**src/common/iosf_pkg.sv**
```systemverilog
package iosf_pkg;

  // Geometry
  localparam int NUM_LINES = 13;
  localparam int NUM_AIN   = 6;
  localparam int FUNC_W    = 4;
  localparam int ADDR_W    = 8;
  localparam int DATA_W    = 16;
  localparam int ADC_W     = 10;

  // Pin function codes
  localparam logic [3:0] FN_DIN_QUIET = 4'h0;
  localparam logic [3:0] FN_ALT       = 4'h1;
  localparam logic [3:0] FN_ANALOG    = 4'h2;
  localparam logic [3:0] FN_DIN_MON   = 4'h3;
  localparam logic [3:0] FN_DOUT_LOW  = 4'h4;
  localparam logic [3:0] FN_DOUT_HIGH = 4'h5;
  localparam logic [3:0] FN_ALT_FIRST = 4'h6;
  localparam logic [3:0] FN_ALT_LAST  = 4'h9;

  // Register offsets
  localparam logic [7:0] ADDR_LINE_BASE = 8'h00;
  localparam logic [7:0] ADDR_PULLUP    = 8'h10;
  localparam logic [7:0] ADDR_CTRL      = 8'h11;
  localparam logic [7:0] ADDR_STATUS    = 8'h12;
  localparam logic [7:0] ADDR_DMASK     = 8'h13;
  localparam logic [7:0] ADDR_AMASK     = 8'h14;
  localparam logic [7:0] ADDR_DLEVEL    = 8'h15;

  // Field positions
  localparam int CTRL_GO_BIT   = 0;
  localparam int CTRL_TEXT_BIT = 1;
  localparam int STAT_BUSY_BIT = 0;
  localparam int STAT_DONE_BIT = 1;

  // Reset values and pin capabilities
  localparam logic [3:0]  LINE_CFG_RST = 4'h0;
  localparam logic [12:0] DEF_ALT_LINES = 13'h0021;
  localparam logic [12:0] ANALOG_LINES = 13'h003F;
  localparam logic [12:0] PWM_LINES    = 13'h0C00;
  localparam logic [12:0] ALT_LINES    = 13'h17E1;

  // Record layout
  localparam logic [7:0] SAMPLE_SETS  = 8'h01;
  localparam logic [3:0] FLD_COUNT    = 4'h0;
  localparam logic [3:0] FLD_DMASK    = 4'h1;
  localparam logic [3:0] FLD_AMASK    = 4'h2;
  localparam logic [3:0] FLD_DSTATE   = 4'h3;
  localparam logic [3:0] FLD_AIN_BASE = 4'h4;
  localparam logic [3:0] FLD_LAST     = 4'h9;

  // Text characters
  localparam logic [7:0] CH_ZERO  = 8'h30;
  localparam logic [7:0] CH_X     = 8'h78;
  localparam logic [7:0] CH_CR    = 8'h0D;
  localparam logic [7:0] CH_A_OFS = 8'h37;

  typedef enum logic [1:0] {SEQ_IDLE, SEQ_PICK, SEQ_EMIT} iosf_seq_e;

endpackage

```
**src/core/iosf_sync.sv**
```systemverilog
module iosf_sync #(
  parameter int WIDTH = 1
) (
  // Clock and reset
  input  wire logic             clk,
  input  wire logic             rst_n,
  // Raw and synchronised levels
  input  wire logic [WIDTH-1:0] async_in,
  output logic      [WIDTH-1:0] sync_out
);

  logic [WIDTH-1:0] meta_q;
  logic [WIDTH-1:0] sync_q;

  // Two stages; only the second stage is read
  always_ff @(posedge clk or negedge rst_n) begin
    if (!rst_n) begin
      meta_q <= '0;
      sync_q <= '0;
    end else begin
      meta_q <= async_in;
      sync_q <= meta_q;
    end
  end

  assign sync_out = sync_q;

endmodule

```
**src/core/iosf_emit.sv**
```systemverilog
module iosf_emit
  import iosf_pkg::*;
(
  // Clock and reset
  input  wire logic        clk,
  input  wire logic        rst_n,
  // Field request
  input  wire logic        start,
  input  wire logic [15:0] value,
  input  wire logic        two_bytes,
  input  wire logic        text_mode,
  output logic             done,
  // Byte stream
  output logic [7:0]       out_data,
  output logic             out_valid,
  input  wire logic        out_ready
);

  logic [15:0] val_q;
  logic        two_q;
  logic        text_q;
  logic [2:0]  idx_q;
  logic [7:0]  data_q;
  logic        valid_q;
  logic [2:0]  last_idx;

  // Hex digit to character
  function automatic logic [7:0] hex_char(input logic [3:0] n);
    return (n < 4'hA) ? CH_ZERO + {4'h0, n} : CH_A_OFS + {4'h0, n};
  endfunction

  // Character or byte at a position of the field
  function automatic logic [7:0] char_at(input logic [2:0] i, input logic [15:0] v,
                                         input logic two, input logic txt);
    logic [2:0] nib;
    nib = 3'h0;
    if (!txt) return (two && i == 3'h0) ? v[15:8] : v[7:0];
    if (i == 3'h0) return CH_ZERO;
    if (i == 3'h1) return CH_X;
    if (i == (two ? 3'h6 : 3'h4)) return CH_CR;
    nib = (two ? 3'h5 : 3'h3) - i;
    return hex_char(v[{nib[1:0], 2'h0} +: 4]);
  endfunction

  assign last_idx = text_q ? (two_q ? 3'h6 : 3'h4) : (two_q ? 3'h1 : 3'h0);
  assign done     = valid_q && out_ready && (idx_q == last_idx);

  always_ff @(posedge clk or negedge rst_n) begin
    if (!rst_n) begin
      val_q   <= 16'h0000;
      two_q   <= 1'b0;
      text_q  <= 1'b0;
      idx_q   <= 3'h0;
      data_q  <= 8'h00;
      valid_q <= 1'b0;
    end else if (start && !valid_q) begin
      val_q   <= value;
      two_q   <= two_bytes;
      text_q  <= text_mode;
      idx_q   <= 3'h0;
      data_q  <= char_at(3'h0, value, two_bytes, text_mode);
      valid_q <= 1'b1;
    end else if (valid_q && out_ready) begin
      if (idx_q == last_idx) begin
        valid_q <= 1'b0;
      end else begin
        idx_q  <= idx_q + 3'h1;
        data_q <= char_at(idx_q + 3'h1, val_q, two_q, text_q);
      end
    end
  end

  assign out_data  = data_q;
  assign out_valid = valid_q;

endmodule

```
**src/core/iosf_formatter.sv**
```systemverilog
module iosf_formatter
  import iosf_pkg::*;
#(
  parameter logic [12:0] ALT_MASK = ALT_LINES
) (
  // Clock and reset
  input  wire logic                     sys_clk,
  input  wire logic                     reset_n,
  // Register port
  input  wire logic [ADDR_W-1:0]        reg_addr,
  input  wire logic [DATA_W-1:0]        reg_wdata,
  input  wire logic                     reg_wr,
  input  wire logic                     reg_rd,
  output logic      [DATA_W-1:0]        reg_rdata,
  // Digital lines
  input  wire logic [NUM_LINES-1:0]     dio_in,
  output logic      [NUM_LINES-1:0]     dio_out,
  output logic      [NUM_LINES-1:0]     dio_oe,
  output logic      [NUM_LINES-1:0]     pullup_en,
  // Pin function selects
  output logic      [NUM_LINES-1:0]     alt_sel,
  output logic      [NUM_LINES-1:0]     pwm_sel,
  output logic      [NUM_AIN-1:0]       analog_sel,
  // Converter results
  input  wire logic [NUM_AIN*ADC_W-1:0] adc_data,
  // Record stream
  output logic      [7:0]               rec_data,
  output logic                          rec_valid,
  input  wire logic                     rec_ready,
  output logic                          rec_busy
);

  // Reset release
  logic rst_n;

  // Configuration state
  logic [FUNC_W-1:0]    func_q [NUM_LINES];
  logic [NUM_LINES-1:0] pullup_q;
  logic                 text_q;
  logic                 done_q;
  logic [DATA_W-1:0]    rdata_q;

  // Pin drive registers
  logic [NUM_LINES-1:0] out_d;
  logic [NUM_LINES-1:0] out_q;
  logic [NUM_LINES-1:0] oe_d;
  logic [NUM_LINES-1:0] oe_q;
  logic [NUM_LINES-1:0] pu_d;
  logic [NUM_LINES-1:0] pu_q;
  logic [NUM_LINES-1:0] alt_d;
  logic [NUM_LINES-1:0] alt_q;
  logic [NUM_LINES-1:0] pwm_d;
  logic [NUM_LINES-1:0] pwm_q;

  // Live masks and line levels
  logic [NUM_LINES-1:0] dmask_d;
  logic [NUM_AIN-1:0]   amask_d;
  logic [NUM_LINES-1:0] dio_s;

  // Snapshot of one sample
  logic [NUM_LINES-1:0] dmask_q;
  logic [NUM_AIN-1:0]   amask_q;
  logic [NUM_LINES-1:0] dstate_q;
  logic [ADC_W-1:0]     ain_q [NUM_AIN];

  // Sequencer
  iosf_seq_e            seq_q;
  logic [3:0]           fld_q;
  logic                 go;
  logic                 fld_present;
  logic [15:0]          fld_value;
  logic                 fld_two;
  logic                 emit_start;
  logic                 emit_done;
  logic                 clr_done;
  logic                 rec_end;

  // Reset released through two stages; assertion stays asynchronous
  iosf_sync #(.WIDTH(1)) u_rst_sync (
    .clk      (sys_clk),
    .rst_n    (reset_n),
    .async_in (1'b1),
    .sync_out (rst_n)
  );

  // Pins come from outside the clock domain
  iosf_sync #(.WIDTH(NUM_LINES)) u_dio_sync (
    .clk      (sys_clk),
    .rst_n    (rst_n),
    .async_in (dio_in),
    .sync_out (dio_s)
  );

  // Whether a code may be taken by a given line
  function automatic logic code_ok(input int line, input logic [FUNC_W-1:0] code);
    logic alt;
    alt = (code == FN_ALT) || (code >= FN_ALT_FIRST && code <= FN_ALT_LAST);
    if (alt) return ALT_MASK[line];
    if (code == FN_ANALOG) return ANALOG_LINES[line] || PWM_LINES[line];
    return code <= FN_DOUT_HIGH;
  endfunction

  // Digital input functions, used to gate the pull-up
  function automatic logic is_din(input logic [FUNC_W-1:0] code);
    return (code == FN_DIN_QUIET) || (code == FN_DIN_MON);
  endfunction

  // Line settings, one register per line
  for (genvar i = 0; i < NUM_LINES; i++) begin : g_line
    localparam logic [ADDR_W-1:0] LINE_ADDR = ADDR_LINE_BASE + ADDR_W'(i);
    localparam logic [FUNC_W-1:0] LINE_RST  = DEF_ALT_LINES[i] ? FN_ALT : LINE_CFG_RST;

    always_ff @(posedge sys_clk or negedge rst_n) begin
      if (!rst_n) begin
        func_q[i] <= LINE_RST;
      end else if (reg_wr && reg_addr == LINE_ADDR && code_ok(i, reg_wdata[FUNC_W-1:0])) begin
        func_q[i] <= reg_wdata[FUNC_W-1:0];
      end
    end

    always_comb begin
      out_d[i] = (func_q[i] == FN_DOUT_HIGH);
      oe_d[i]  = (func_q[i] == FN_DOUT_LOW) || (func_q[i] == FN_DOUT_HIGH);
      alt_d[i] = (func_q[i] == FN_ALT) || (func_q[i] >= FN_ALT_FIRST);
      pwm_d[i] = PWM_LINES[i] && (func_q[i] == FN_ANALOG);
      pu_d[i]  = pullup_q[i] && is_din(func_q[i]);
      dmask_d[i] = (func_q[i] == FN_DIN_MON) || oe_d[i];
    end
  end

  for (genvar c = 0; c < NUM_AIN; c++) begin : g_ain
    assign amask_d[c] = ANALOG_LINES[c] && (func_q[c] == FN_ANALOG);
  end

  // Pin drives registered so the pads see clean levels
  always_ff @(posedge sys_clk or negedge rst_n) begin
    if (!rst_n) begin
      out_q <= '0;
      oe_q  <= '0;
      pu_q  <= '0;
      alt_q <= '0;
      pwm_q <= '0;
    end else begin
      out_q <= out_d;
      oe_q  <= oe_d;
      pu_q  <= pu_d;
      alt_q <= alt_d;
      pwm_q <= pwm_d;
    end
  end

  assign dio_out    = out_q;
  assign dio_oe     = oe_q;
  assign pullup_en  = pu_q;
  assign alt_sel    = alt_q;
  assign pwm_sel    = pwm_q;
  assign analog_sel = amask_d;

  always_ff @(posedge sys_clk or negedge rst_n) begin
    if (!rst_n) begin
      pullup_q <= '0;
    end else if (reg_wr && reg_addr == ADDR_PULLUP) begin
      pullup_q <= reg_wdata[NUM_LINES-1:0];
    end
  end

  always_ff @(posedge sys_clk or negedge rst_n) begin
    if (!rst_n) begin
      text_q <= 1'b0;
    end else if (reg_wr && reg_addr == ADDR_CTRL) begin
      text_q <= reg_wdata[CTRL_TEXT_BIT];
    end
  end

  // Go is a strobe; a request while busy is dropped
  assign go       = reg_wr && reg_addr == ADDR_CTRL && reg_wdata[CTRL_GO_BIT] && seq_q == SEQ_IDLE;
  assign clr_done = reg_wr && reg_addr == ADDR_STATUS && reg_wdata[STAT_DONE_BIT];

  // Done flag; a record end beats a clear in the same cycle
  always_ff @(posedge sys_clk or negedge rst_n) begin
    if (!rst_n) begin
      done_q <= 1'b0;
    end else if (rec_end) begin
      done_q <= 1'b1;
    end else if (clr_done) begin
      done_q <= 1'b0;
    end
  end

  // Snapshot taken at go, so the record is one coherent sample
  always_ff @(posedge sys_clk or negedge rst_n) begin
    if (!rst_n) begin
      dmask_q  <= '0;
      amask_q  <= '0;
      dstate_q <= '0;
    end else if (go) begin
      dmask_q  <= dmask_d;
      amask_q  <= amask_d;
      dstate_q <= dio_s & dmask_d;
    end
  end

  // Converter results, one register per channel
  for (genvar c = 0; c < NUM_AIN; c++) begin : g_snap
    always_ff @(posedge sys_clk or negedge rst_n) begin
      if (!rst_n) begin
        ain_q[c] <= '0;
      end else if (go) begin
        ain_q[c] <= adc_data[c*ADC_W +: ADC_W];
      end
    end
  end

  // Current field: presence, value and size
  always_comb begin
    fld_present = 1'b1;
    fld_two     = 1'b1;
    fld_value   = 16'h0000;
    case (fld_q)
      FLD_COUNT: begin
        fld_two   = 1'b0;
        fld_value = {8'h00, SAMPLE_SETS};
      end
      FLD_DMASK: begin
        fld_value = 16'(dmask_q);
      end
      FLD_AMASK: begin
        fld_two   = 1'b0;
        fld_value = 16'(amask_q);
      end
      // state word when any line on
      FLD_DSTATE: begin
        fld_present = |dmask_q;
        fld_value   = 16'(dstate_q);
      end
      default: begin
        fld_present = amask_q[3'(fld_q - FLD_AIN_BASE)];
        fld_value   = 16'(ain_q[3'(fld_q - FLD_AIN_BASE)]);
      end
    endcase
  end

  assign emit_start = (seq_q == SEQ_PICK) && fld_present;
  assign rec_end    = ((seq_q == SEQ_PICK) && !fld_present && fld_q == FLD_LAST) ||
                      ((seq_q == SEQ_EMIT) && emit_done && fld_q == FLD_LAST);

  always_ff @(posedge sys_clk or negedge rst_n) begin
    if (!rst_n) begin
      seq_q <= SEQ_IDLE;
      fld_q <= FLD_COUNT;
    end else begin
      case (seq_q)
        SEQ_IDLE: begin
          if (go) begin
            seq_q <= SEQ_PICK;
            fld_q <= FLD_COUNT;
          end
        end
        SEQ_PICK: begin
          if (fld_present) begin
            seq_q <= SEQ_EMIT;
          end else if (fld_q == FLD_LAST) begin
            seq_q <= SEQ_IDLE;
          end else begin
            fld_q <= fld_q + 4'h1;
          end
        end
        SEQ_EMIT: begin
          if (emit_done) begin
            if (fld_q == FLD_LAST) begin
              seq_q <= SEQ_IDLE;
            end else begin
              seq_q <= SEQ_PICK;
              fld_q <= fld_q + 4'h1;
            end
          end
        end
        default: begin
          seq_q <= SEQ_IDLE;
        end
      endcase
    end
  end

  iosf_emit u_emit (
    .clk       (sys_clk),
    .rst_n     (rst_n),
    .start     (emit_start),
    .value     (fld_value),
    .two_bytes (fld_two),
    .text_mode (text_q),
    .done      (emit_done),
    .out_data  (rec_data),
    .out_valid (rec_valid),
    .out_ready (rec_ready)
  );

  assign rec_busy = (seq_q != SEQ_IDLE);

  // Read data valid only in the cycle after the strobe
  always_ff @(posedge sys_clk or negedge rst_n) begin
    if (!rst_n) begin
      rdata_q <= '0;
    end else if (!reg_rd) begin
      rdata_q <= '0;
    end else if (reg_addr < ADDR_LINE_BASE + ADDR_W'(NUM_LINES)) begin
      rdata_q <= DATA_W'(func_q[4'(reg_addr - ADDR_LINE_BASE)]);
    end else begin
      case (reg_addr)
        ADDR_PULLUP: rdata_q <= DATA_W'(pullup_q);
        ADDR_CTRL:   rdata_q <= DATA_W'({text_q, 1'b0});
        ADDR_STATUS: rdata_q <= DATA_W'({done_q, rec_busy});
        ADDR_DMASK:  rdata_q <= DATA_W'(dmask_d);
        ADDR_AMASK:  rdata_q <= DATA_W'(amask_d);
        ADDR_DLEVEL: rdata_q <= DATA_W'(dio_s);
        default:     rdata_q <= '0;
      endcase
    end
  end

  assign reg_rdata = rdata_q;

endmodule

```
**config.mk**
```make
export PLATFORM = sky130hd
export DESIGN_NAME = iosf_formatter
export DESIGN_NICKNAME = d
export VERILOG_FILES = /design/src/common/iosf_pkg.sv /design/src/core/iosf_sync.sv /design/src/core/iosf_emit.sv /design/src/core/iosf_formatter.sv
export SDC_FILE = /design/constraint.sdc
export NUM_CORES = 1
export LEC_CHECK = 0
export ABC_AREA = 1
export ABC_CLOCK_PERIOD_IN_PS = 13400
export BUFFER_PORTS_ARGS = -buffer_cell sky130_fd_sc_hd__buf_2
export CORE_UTILIZATION = 45
export CTS_CLUSTER_SIZE = 25
export DETAILED_ROUTE_END_ITERATION = 8
export GPL_ROUTABILITY_DRIVEN = 0
export PLACE_DENSITY = 0.75
export SYNTH_ARGS = -nofsm -noshare
export SYNTH_HDL_FRONTEND = slang
export SYNTH_SLANG_ARGS = --single-unit
```
**constraint.sdc**
```tcl
create_clock -name sys_clk -period 13.4 [get_ports sys_clk]
set_clock_uncertainty 0.15 [all_clocks]
set_input_delay 2.68 -clock sys_clk [delete_from_list [all_inputs] [get_ports sys_clk]]
set_output_delay 2.68 -clock sys_clk [all_outputs]
set_load 0.05 [all_outputs]
```
==> Word level (Yosys, flattened, before mapping) <==
Index checks and enable logic that the tools add are counted.
{ "totals": {"latchBits": 0, "out_inout_bits": 97, "n_memories": 0, "rom_bits": 0, "in_bits": 102, "reg_bits": 293, "ram_bits": 0} }
{ "classes": {"n_bitwise": 3, "mul": 0, "order_cmp": 22, "eq_ne": 94, "add_sub_neg": 8, "shift": 2, "n_reduce_logical": 141, "div": 0, "n_mux": 103} }
{ "ops": {"columns": ["operator", "n"], "rows": [
  ["$mux 8", 19],
  ["$eq 4x3->1 const B", 26],
  ["$eq 4x2->1 const B", 24],
  ["$pmux 13 s6", 1],
  ["$eq 4x1->1 const B", 15],
  ["$ge 4x3->1 const B", 14],
  ["$logic_not 4->1", 14],
  ["$logic_and 1x1->1", 55],
  ["$logic_or 1x1->1", 54],
  ["$mux 1", 53],
  ["$pmux 13 s4", 1],
  ["$eq 8x5->1 const B", 6],
  ["$eq 8x4->1 const B", 5],
  ["$eq 8x3->1 const B", 4],
  ["$mux 16", 2],
  ["$shiftx 16x5->4", 2],
  ["$bmux 10 s3", 1],
  ["$add 6x4->7 const A", 4],
  ["$mux 4", 6],
  ["$mux 10", 2],
  ["$bmux 4 s4", 1],
  ["$eq 8x2->1 const B", 2],
  ["$mux 2", 8],
  ["$and 13x13->13", 1],
  ["40 further kinds", 53]
]} }

==> Longest topological paths before layout <==
Gate-level depths: netlist of run 1.
{ "depth": {"word_depth": 29, "ltp_mapped": 17, "mapped_depth_nobuf": 17} }

==> By module <==
Synthesis of run 1 repeated with hierarchy kept, for this count alone.
{ "unflattened": {"cells_unflattened": 1642, "hier_area_um2": 13437.9} }
{ "by_module_without_submodules": {"columns": ["module", "area_each_um2", "cells_each", "instances"], "rows": [
  ["iosf_formatter", 10860.4, 1341, 1],
  ["iosf_emit", 1876.8, 273, 1],
  ["iosf_sync at u_dio_sync", 650.6, 26, 1],
  ["iosf_sync at u_rst_sync", 50.0, 2, 1]
]} }

==> Worst setup path before layout of run 1 <==
Ideal clock, no wire load.
{ "synth_timing": {"kind": "register to output", "startpoint": "register func_q[49] (netlist bit)", "endpoint": "output analog_sel[0]", "path_slack_ns": 8.492, "t_arrival_ns": 2.078, "path_stages_with_launch": 3, "path_buffers": 0, "t_required_ns": 10.570, "cell_sequence": "dfrtp_1 inv_1 nor4_1"} }
{ "synth_between": {"elab_chain_cells": 1} }
{ "synth_lines": {"columns": ["item", "line", "source"], "rows": [
  ["start: declaration", "iosf_formatter.sv:37", "logic [FUNC_W-1:0] func_q [NUM_LINES];"],
  ["start signal: indexed assignment", "iosf_formatter.sv:117", "func_q[i] <= reg_wdata[FUNC_W-1:0];"],
  ["$eq 4x2->1", "iosf_formatter.sv:132", "assign amask_d[c] = ANALOG_LINES[c] && (func_q[c] == FN_ANALOG);"],
  ["end: declaration", "iosf_formatter.sv:23", "output logic [NUM_AIN-1:0] analog_sel,"]
]} }
Every way passes these cells.

==> Final worst setup path of run 1 <==
Same ends and word-level chain as after synthesis.

==> results.yml, run 1 <==
global_routing:
  grt_pass1_wl_um: 57700
  grt.busiest_layer: "met2"
  overflow: 0
  grt_max_degree: 83
  use_met3_pct: 4.14
  track_usage_pct: 23.8
  grtUsageMet2_pct: 36.3
  use_met1_pct: 34.5
  first_global_vias: 11100
  grt_antenna_before_repair: 0
logic_synthesis:
  ys_ff_latch: 287
  synth.top_cells.by_area: "dfrtp_1 (54%), nand2_1 (14%), o21ai_0 (6.4%)"
  synth_edf_count: 0
  synth_top_area_share_pct: 53.7
  yosysWarnings: 0
  async_reset_ff_share_pct: 100
  ys_types: 52
  syn_inst: 1596
  synthTopCellsByCount: "nand2_1 (482), dfrtp_1 (285), inv_1 (182)"
  syn_area_per_cell_sq_um: 8.31
  synth_flop_cell: "dfrtp_1"
  yosysSeqAreaShare_pct: 54.1
  syn_area_sq_mm: 0.0133
  synth_most_common_cell: "nand2_1"
  yosysTopAreaCell: "dfrtp_1"
timing:
  hold_viol: 0
  fin_crit_sh_pct: 38.3
  tightest_slew_ns: 1.04
  slew_headroom_pct: 30.8
  finalSetupTns_ns: 0
  setup_violations: 0
  period_needed_ns: 5.14
  max_freq_mhz: 195
  slew_viol_final: 0
  rsz0062_at_grt: "false"
min_path:
  worstHoldPathType: "reg -> reg"
drt:
  dr.pass1.iters: 5
  vias_per_cell: 5.28
  postRouteAntennaNets: 0
  routed-via-count: 11500
  drc: 0
  wire_per_inst_um: 16.5
  routed_wl_um: 35900
  drt-initial-drc-count: 1120
setup_path:
  crit_required_ns: 10.57
  critPathCaptureType: "output pin"
  start_kind: "flip-flop"
  worstPathArrival_ns: 2.31
  path_max_fanout: 5
  crit_type: "reg -> out"
floorplan:
  ios: 199
  start_util_pct: 46.0
  row_count: 62
  core_sq_mm: 0.0289
  die_h_um: 174
  die_x_um: 174
  die_area_sq_mm: 0.0302
clock_tree:
  post_cts_resized: 0
  clockBufferDepth: 3
  holdBufCountCts: 0
  cts_inserted_buffers: 30
  clk_latency_ns: 0.56
  root_buffer: "clkbuf_16"
  cts_tree: "yes"
  clkTransAtPathRegs_ns: 0.07
  cts_sinks: 287
  htree_levels: 1
  post-cts-setup-buffers: 0
pwr:
  ir_drop_mv: 0.0769
  power_density_mw_per_mm2: 174
  leakage_nw: 8.08
layout:
  nNetsFinal: 1881
  regMostFlops: "ain_q"
  largest_register_ffs: 60
  top_regs: "ain_q: 60 flops, func_q: 52 flops"
  final_cells: 2175
  drive_above_1_share_pct: 16.2
  n_antenna_cell: 0
  fillers: 2719
  area_growth_pct: 16.8
run_status:
  status: "complete, no violations"
place:
  dpl.hpwl_um: 25600
  port_buffers: 181
  placedCellCount: 2119
run:
  max_cap_viol_count: 0
==> layout by cell type, fill, tap and decap left out, drive strengths merged, types with 9 or more instances in the layout <==
master / count
inv: 192
nor2: 138
mux2: 9
nand4: 11
nand3: 59
nor3: 25
conb: 15
o22ai: 43
o21ai: 184
a21oi: 46
nand2: 488
clkinv: 10
ha: 12
clkbuf: 33
dfrtp: 285
buf: 188
==> through the flow <==
step	hold slack [ns]	setup slack [ns]	instance area, sq um	total power [mW]	util [%]
final	0.184	8.26	15500	2.70	53.7
after detailed placement	0.185	7.84	14400	1.78	49.8
after floorplan	0.181	4.66	13300	1.58	-
after CTS	0.192	8.33	15500	2.71	53.7
after global placement	0.184	7.87	14400	1.76	49.8
after global routing	0.196	8.08	15500	2.85	53.7
==> where the power goes <==
| group | switching [mW] | leakage (nW) | internal, mW |
|---|---|---|---|
| clock network | 0.359 | 0.539 | 0.566 |
| logic | 0.551 | 3.93 | 0.225 |
| registers | 0.0668 | 3.61 | 0.932 |
==> path summary, 6_finish.rpt <==
kind	to	start	cells after the start	slack, ns
max	analog_sel[0]	func_q[49]	3	8.26
min	u_dio_sync.sync_out[8]	u_dio_sync.meta_q[8]	0	0.18
max reg2reg	u_emit.idx_q[2]	fld_q[1]	11	9.30
min reg2reg	u_dio_sync.sync_out[8]	u_dio_sync.meta_q[8]	0	0.18
max in group asynchronous	u_emit.idx_q[2]	u_rst_sync.sync_out	2	10.46
min in group asynchronous	ain_q[40]	u_rst_sync.sync_out	0	0.25
==> layout make-up <==
type / count / area [sq um] / area share (%)
multi-input combinational: 1069 / 5030 / 32.5
clock inverter: 23 / 333 / 2.15
tap: 384 / 480 / 3.10
inverter: 191 / 718 / 4.63
timing repair buffer: 188 / 958 / 6.18
sequential: 287 / 7190 / 46.4
clock buffer: 33 / 792 / 5.11
==> critical path: stages, from the launching register on <==
cell and delay, ns:
dfrtp_1 0.43, inv_1 0.10, nor4_1 0.80, buf_2 0.41
==> cells by family after synthesis <==
| logic type | Yosys count | share of synthesized area (%) |
|---|---|---|
| adder cells (fa/ha/maj) | 12 | 1.13 |
| AO/OA/AOI/OAI | 303 | 12.7 |
| multiplexers | 10 | 0.839 |
| flip-flops | 287 | 54.1 |
| other | 2 | 0.0566 |
| buffers and inverters | 253 | 8.30 |
| AND/OR/NAND/NOR | 726 | 22.6 |
| XOR/XNOR | 3 | 0.198 |
==> metal layers <==
metal  part of all wire, %  vias up
li1                      -     5460
met1                    44     5418
met2                    44      534
met3                   8.8       65
met4                   2.9        0
met5                     0        -
No activity file was read; power rests on OpenSTA's default activity.
==> run 2: changes to the inputs <==
--- a/config.mk
+++ b/config.mk
@@ -5,14 +5,14 @@
 export SDC_FILE = /design/constraint.sdc
 export NUM_CORES = 1
 export LEC_CHECK = 0
-export ABC_AREA = 1
-export ABC_CLOCK_PERIOD_IN_PS = 13400
+export ABC_AREA = 0
+export ABC_CLOCK_PERIOD_IN_PS = 4600
 export BUFFER_PORTS_ARGS = -buffer_cell sky130_fd_sc_hd__buf_2
 export CORE_UTILIZATION = 45
 export CTS_CLUSTER_SIZE = 25
 export DETAILED_ROUTE_END_ITERATION = 8
 export GPL_ROUTABILITY_DRIVEN = 0
-export PLACE_DENSITY = 0.75
+export PLACE_DENSITY = 0.78
 export SYNTH_ARGS = -nofsm -noshare
 export SYNTH_HDL_FRONTEND = slang
 export SYNTH_SLANG_ARGS = --single-unit
==> constraint.sdc (replaced) <==
create_clock -name sys_clk -period 4.6 [get_ports sys_clk]
set_clock_uncertainty 0.15 [all_clocks]
set_input_delay 0.92 -clock sys_clk [delete_from_list [all_inputs] [get_ports sys_clk]]
set_output_delay 0.92 -clock sys_clk [all_outputs]
set_load 0.05 [all_outputs]
==> results.yml, run 2 <==
place:
  placedInstanceArea_sq_mm: 0.0145
  dpl.hpwl_um: 23700
  port_buffers: 181
setup_path:
  worstPathArrival_ns: 3.91
  crit_type: "reg -> reg"
  crit_required_ns: 4.88
  critPathCaptureType: "flip-flop"
  path_max_fanout: 16
  start_kind: "flip-flop"
timing:
  tightest_slew_ns: 0.938
  fin_crit_sh_pct: 79.0
  hold_viol: 0
  rsz0062_at_grt: "false"
  slew_viol_final: 0
  period_needed_ns: 3.64
  slew_headroom_pct: 36.6
  finalSetupTns_ns: 0
  setup_violations: 0
  max_freq_mhz: 275
clock_tree:
  htree_levels: 1
  clkTransAtPathRegs_ns: 0.07
  post_cts_resized: 0
  cts_inserted_buffers: 30
  cts_sinks: 287
  cts_tree: "yes"
  clockBufferDepth: 3
  clk_latency_ns: 0.56
  root_buffer: "clkbuf_16"
run_status:
  status: "complete, no violations"
layout:
  nNetsFinal: 1510
  final_area_sq_mm: 0.0156
  seq_area_sq_mm: 0.00719
  area_growth_pct: 17.0
  layout_common_cells: "nand2_1 (295), dfrtp_1 (284), buf_2 (181), mux2_2 (80), a21oi_1 (49)"
  multiInputGateArea_sq_mm: 0.00567
  drive_above_1_share_pct: 26.6
  fillers: 2474
  top_regs: "ain_q: 60 flops, func_q: 52 flops"
  regMostFlops: "ain_q"
  mostFrequentLayoutCell: "nand2_1"
  largest_register_ffs: 60
  final_util_pct: 53.9
pwr:
  finalPower_mw: 7.38
  comb_power_share_pct: 25.5
  netSwitchingFraction_pct: 32.7
  leakage_nw: 7.73
  power_density_mw_per_mm2: 473
  ir_drop_mv: 0.300
  power_switching_mw: 2.41
  seq_power_share_pct: 39.4
  p_int_mw: 4.96
  p_clk_share_pct: 35.0
logic_synthesis:
  async_reset_ff_share_pct: 100
  synthMuxAreaShare_pct: 12.6
  ys_types: 75
  synth.top_cells.by_area: "dfrtp_1 (54%), nand2_1 (8.3%), mux2_2 (6.8%)"
  yosysWarnings: 0
  yosysSeqAreaShare_pct: 53.9
  synthTopCellsByCount: "nand2_1 (295), dfrtp_1 (285), mux2_2 (80)"
  synth_top_family_by_area: "simple AND/OR/NAND/NOR gates"
  synth_top_area_share_pct: 53.5
  synth-compound-area-share_pct: 9.64
  synth_simple_gate_area_share_pct: 18.0
  syn_area_sq_mm: 0.0133
  synth_flop_cell: "dfrtp_1"
  synth_xor_xnor_area_share_pct: 0.592
  syn_inst: 1237
  synth_most_common_cell: "nand2_1"
  synthAdderAreaFrac_pct: 1.13
  syn_area_per_cell_sq_um: 10.8
  ys_ff_latch: 287
  synth_edf_count: 0
  yosysTopAreaCell: "dfrtp_1"
drt:
  vias_per_cell: 5.65
  wire_per_inst_um: 18.9
  routed_wl_um: 34200
  drc: 0
  routed-via-count: 10200
  drt-initial-drc-count: 1132
  postRouteAntennaNets: 0
  dr.pass1.iters: 7
global_routing:
  use_met3_pct: 3.32
  use_met1_pct: 32.5
  grt_max_degree: 132
  grt_pass1_wl_um: 54900
  track_usage_pct: 22.6
  overflow: 0
  grtUsageMet2_pct: 35.8
  first_global_vias: 9966
  grt_antenna_before_repair: 1
  grt.busiest_layer: "met2"
floorplan:
  die_h_um: 174
  core_sq_mm: 0.0289
  die_x_um: 174
  ios: 199
  start_util_pct: 46.0
  die_area_sq_mm: 0.0303
  row_count: 62
run:
  max_cap_viol_count: 0
min_path:
  worstHoldPathType: "reg -> reg"
==> run 2: cells by family after synthesis <==
family                     Yosys count
xor gates and xnor gates             9
AOI/OAI and AO/OA                  184
and+or+nand+nor                    509
muxes                              123
other                                2
DFF                                287
buffers and inverters              111
adders and majority gates           12
==> run 2: what timing repair did <==
action                                  in CTS  in global routing
endpoints found under the setup margin       0                  0
setup buffers                                0                  0
hold endpoints to repair                     2                  0
hold buffers                                 1                  0
==> run 2: metal layers <==
metal / routed length [um] / part of all wire, %
met5: 0 / 0
met4: 852 / 2.5
met3: 2390 / 7.0
met2: 16300 / 48
met1: 14700 / 43
==> run 2: through the flow <==
step	setup slack (ns)	instances	hold slack [ns]
CTS	0.982	1804	0.197
finish	0.964	1805	0.195
global placement	0.987	1747	0.186
floorplan	1.20	1250	0.181
global route	0.671	1805	0.203
detailed placement	0.936	1747	0.185
==> run 2: path summary, 6_finish.rpt <==
path	start	end	slack, ns	cells past startpoint
max	fld_q[1]	seq_q[0]	0.96	8
min	u_dio_sync.meta_q[3]	u_dio_sync.sync_out[3]	0.20	0
max reg2reg	fld_q[1]	seq_q[0]	0.96	8
min reg2reg	u_dio_sync.meta_q[3]	u_dio_sync.sync_out[3]	0.20	0
max in group asynchronous	u_rst_sync.sync_out	u_dio_sync.meta_q[1]	2.83	1
min in group asynchronous	u_rst_sync.sync_out	pullup_q[11]	0.30	0
==> run 2: worst max-delay path, cell delays in order, from the launching register on <==
cell     delay [ns]
dfrtp_1        0.82
inv_1          0.23
ha_1           0.27
nor4_1         0.26
nand4_1        0.11
nor4_1         0.68
nor2_1         0.31
o21ai_1        0.32
mux2_1         0.36
==> run 2: area by class of cell <==
| cell class | count | share of cell area, % |
|---|---|---|
| well taps | 384 | 3.08 |
| multi-input cells | 852 | 36.4 |
| inverters | 28 | 0.674 |
| diodes | 1 | 0.0160 |
| clock buffers | 40 | 5.63 |
| clock inverters | 16 | 1.31 |
| repair buffers | 197 | 6.84 |
| flip-flops and latches | 287 | 46.1 |
==> run 2: power by group through the flow <==
stage,Combinational [mW],Sequential (mW),Clock [mW]
finish,1.88,2.91,2.58
global route,2.05,2.94,2.73
floorplan,1.28,3.06,0
global placement,1.81,2.95,0
detailed placement,1.86,2.95,0
CTS,1.87,2.91,2.63
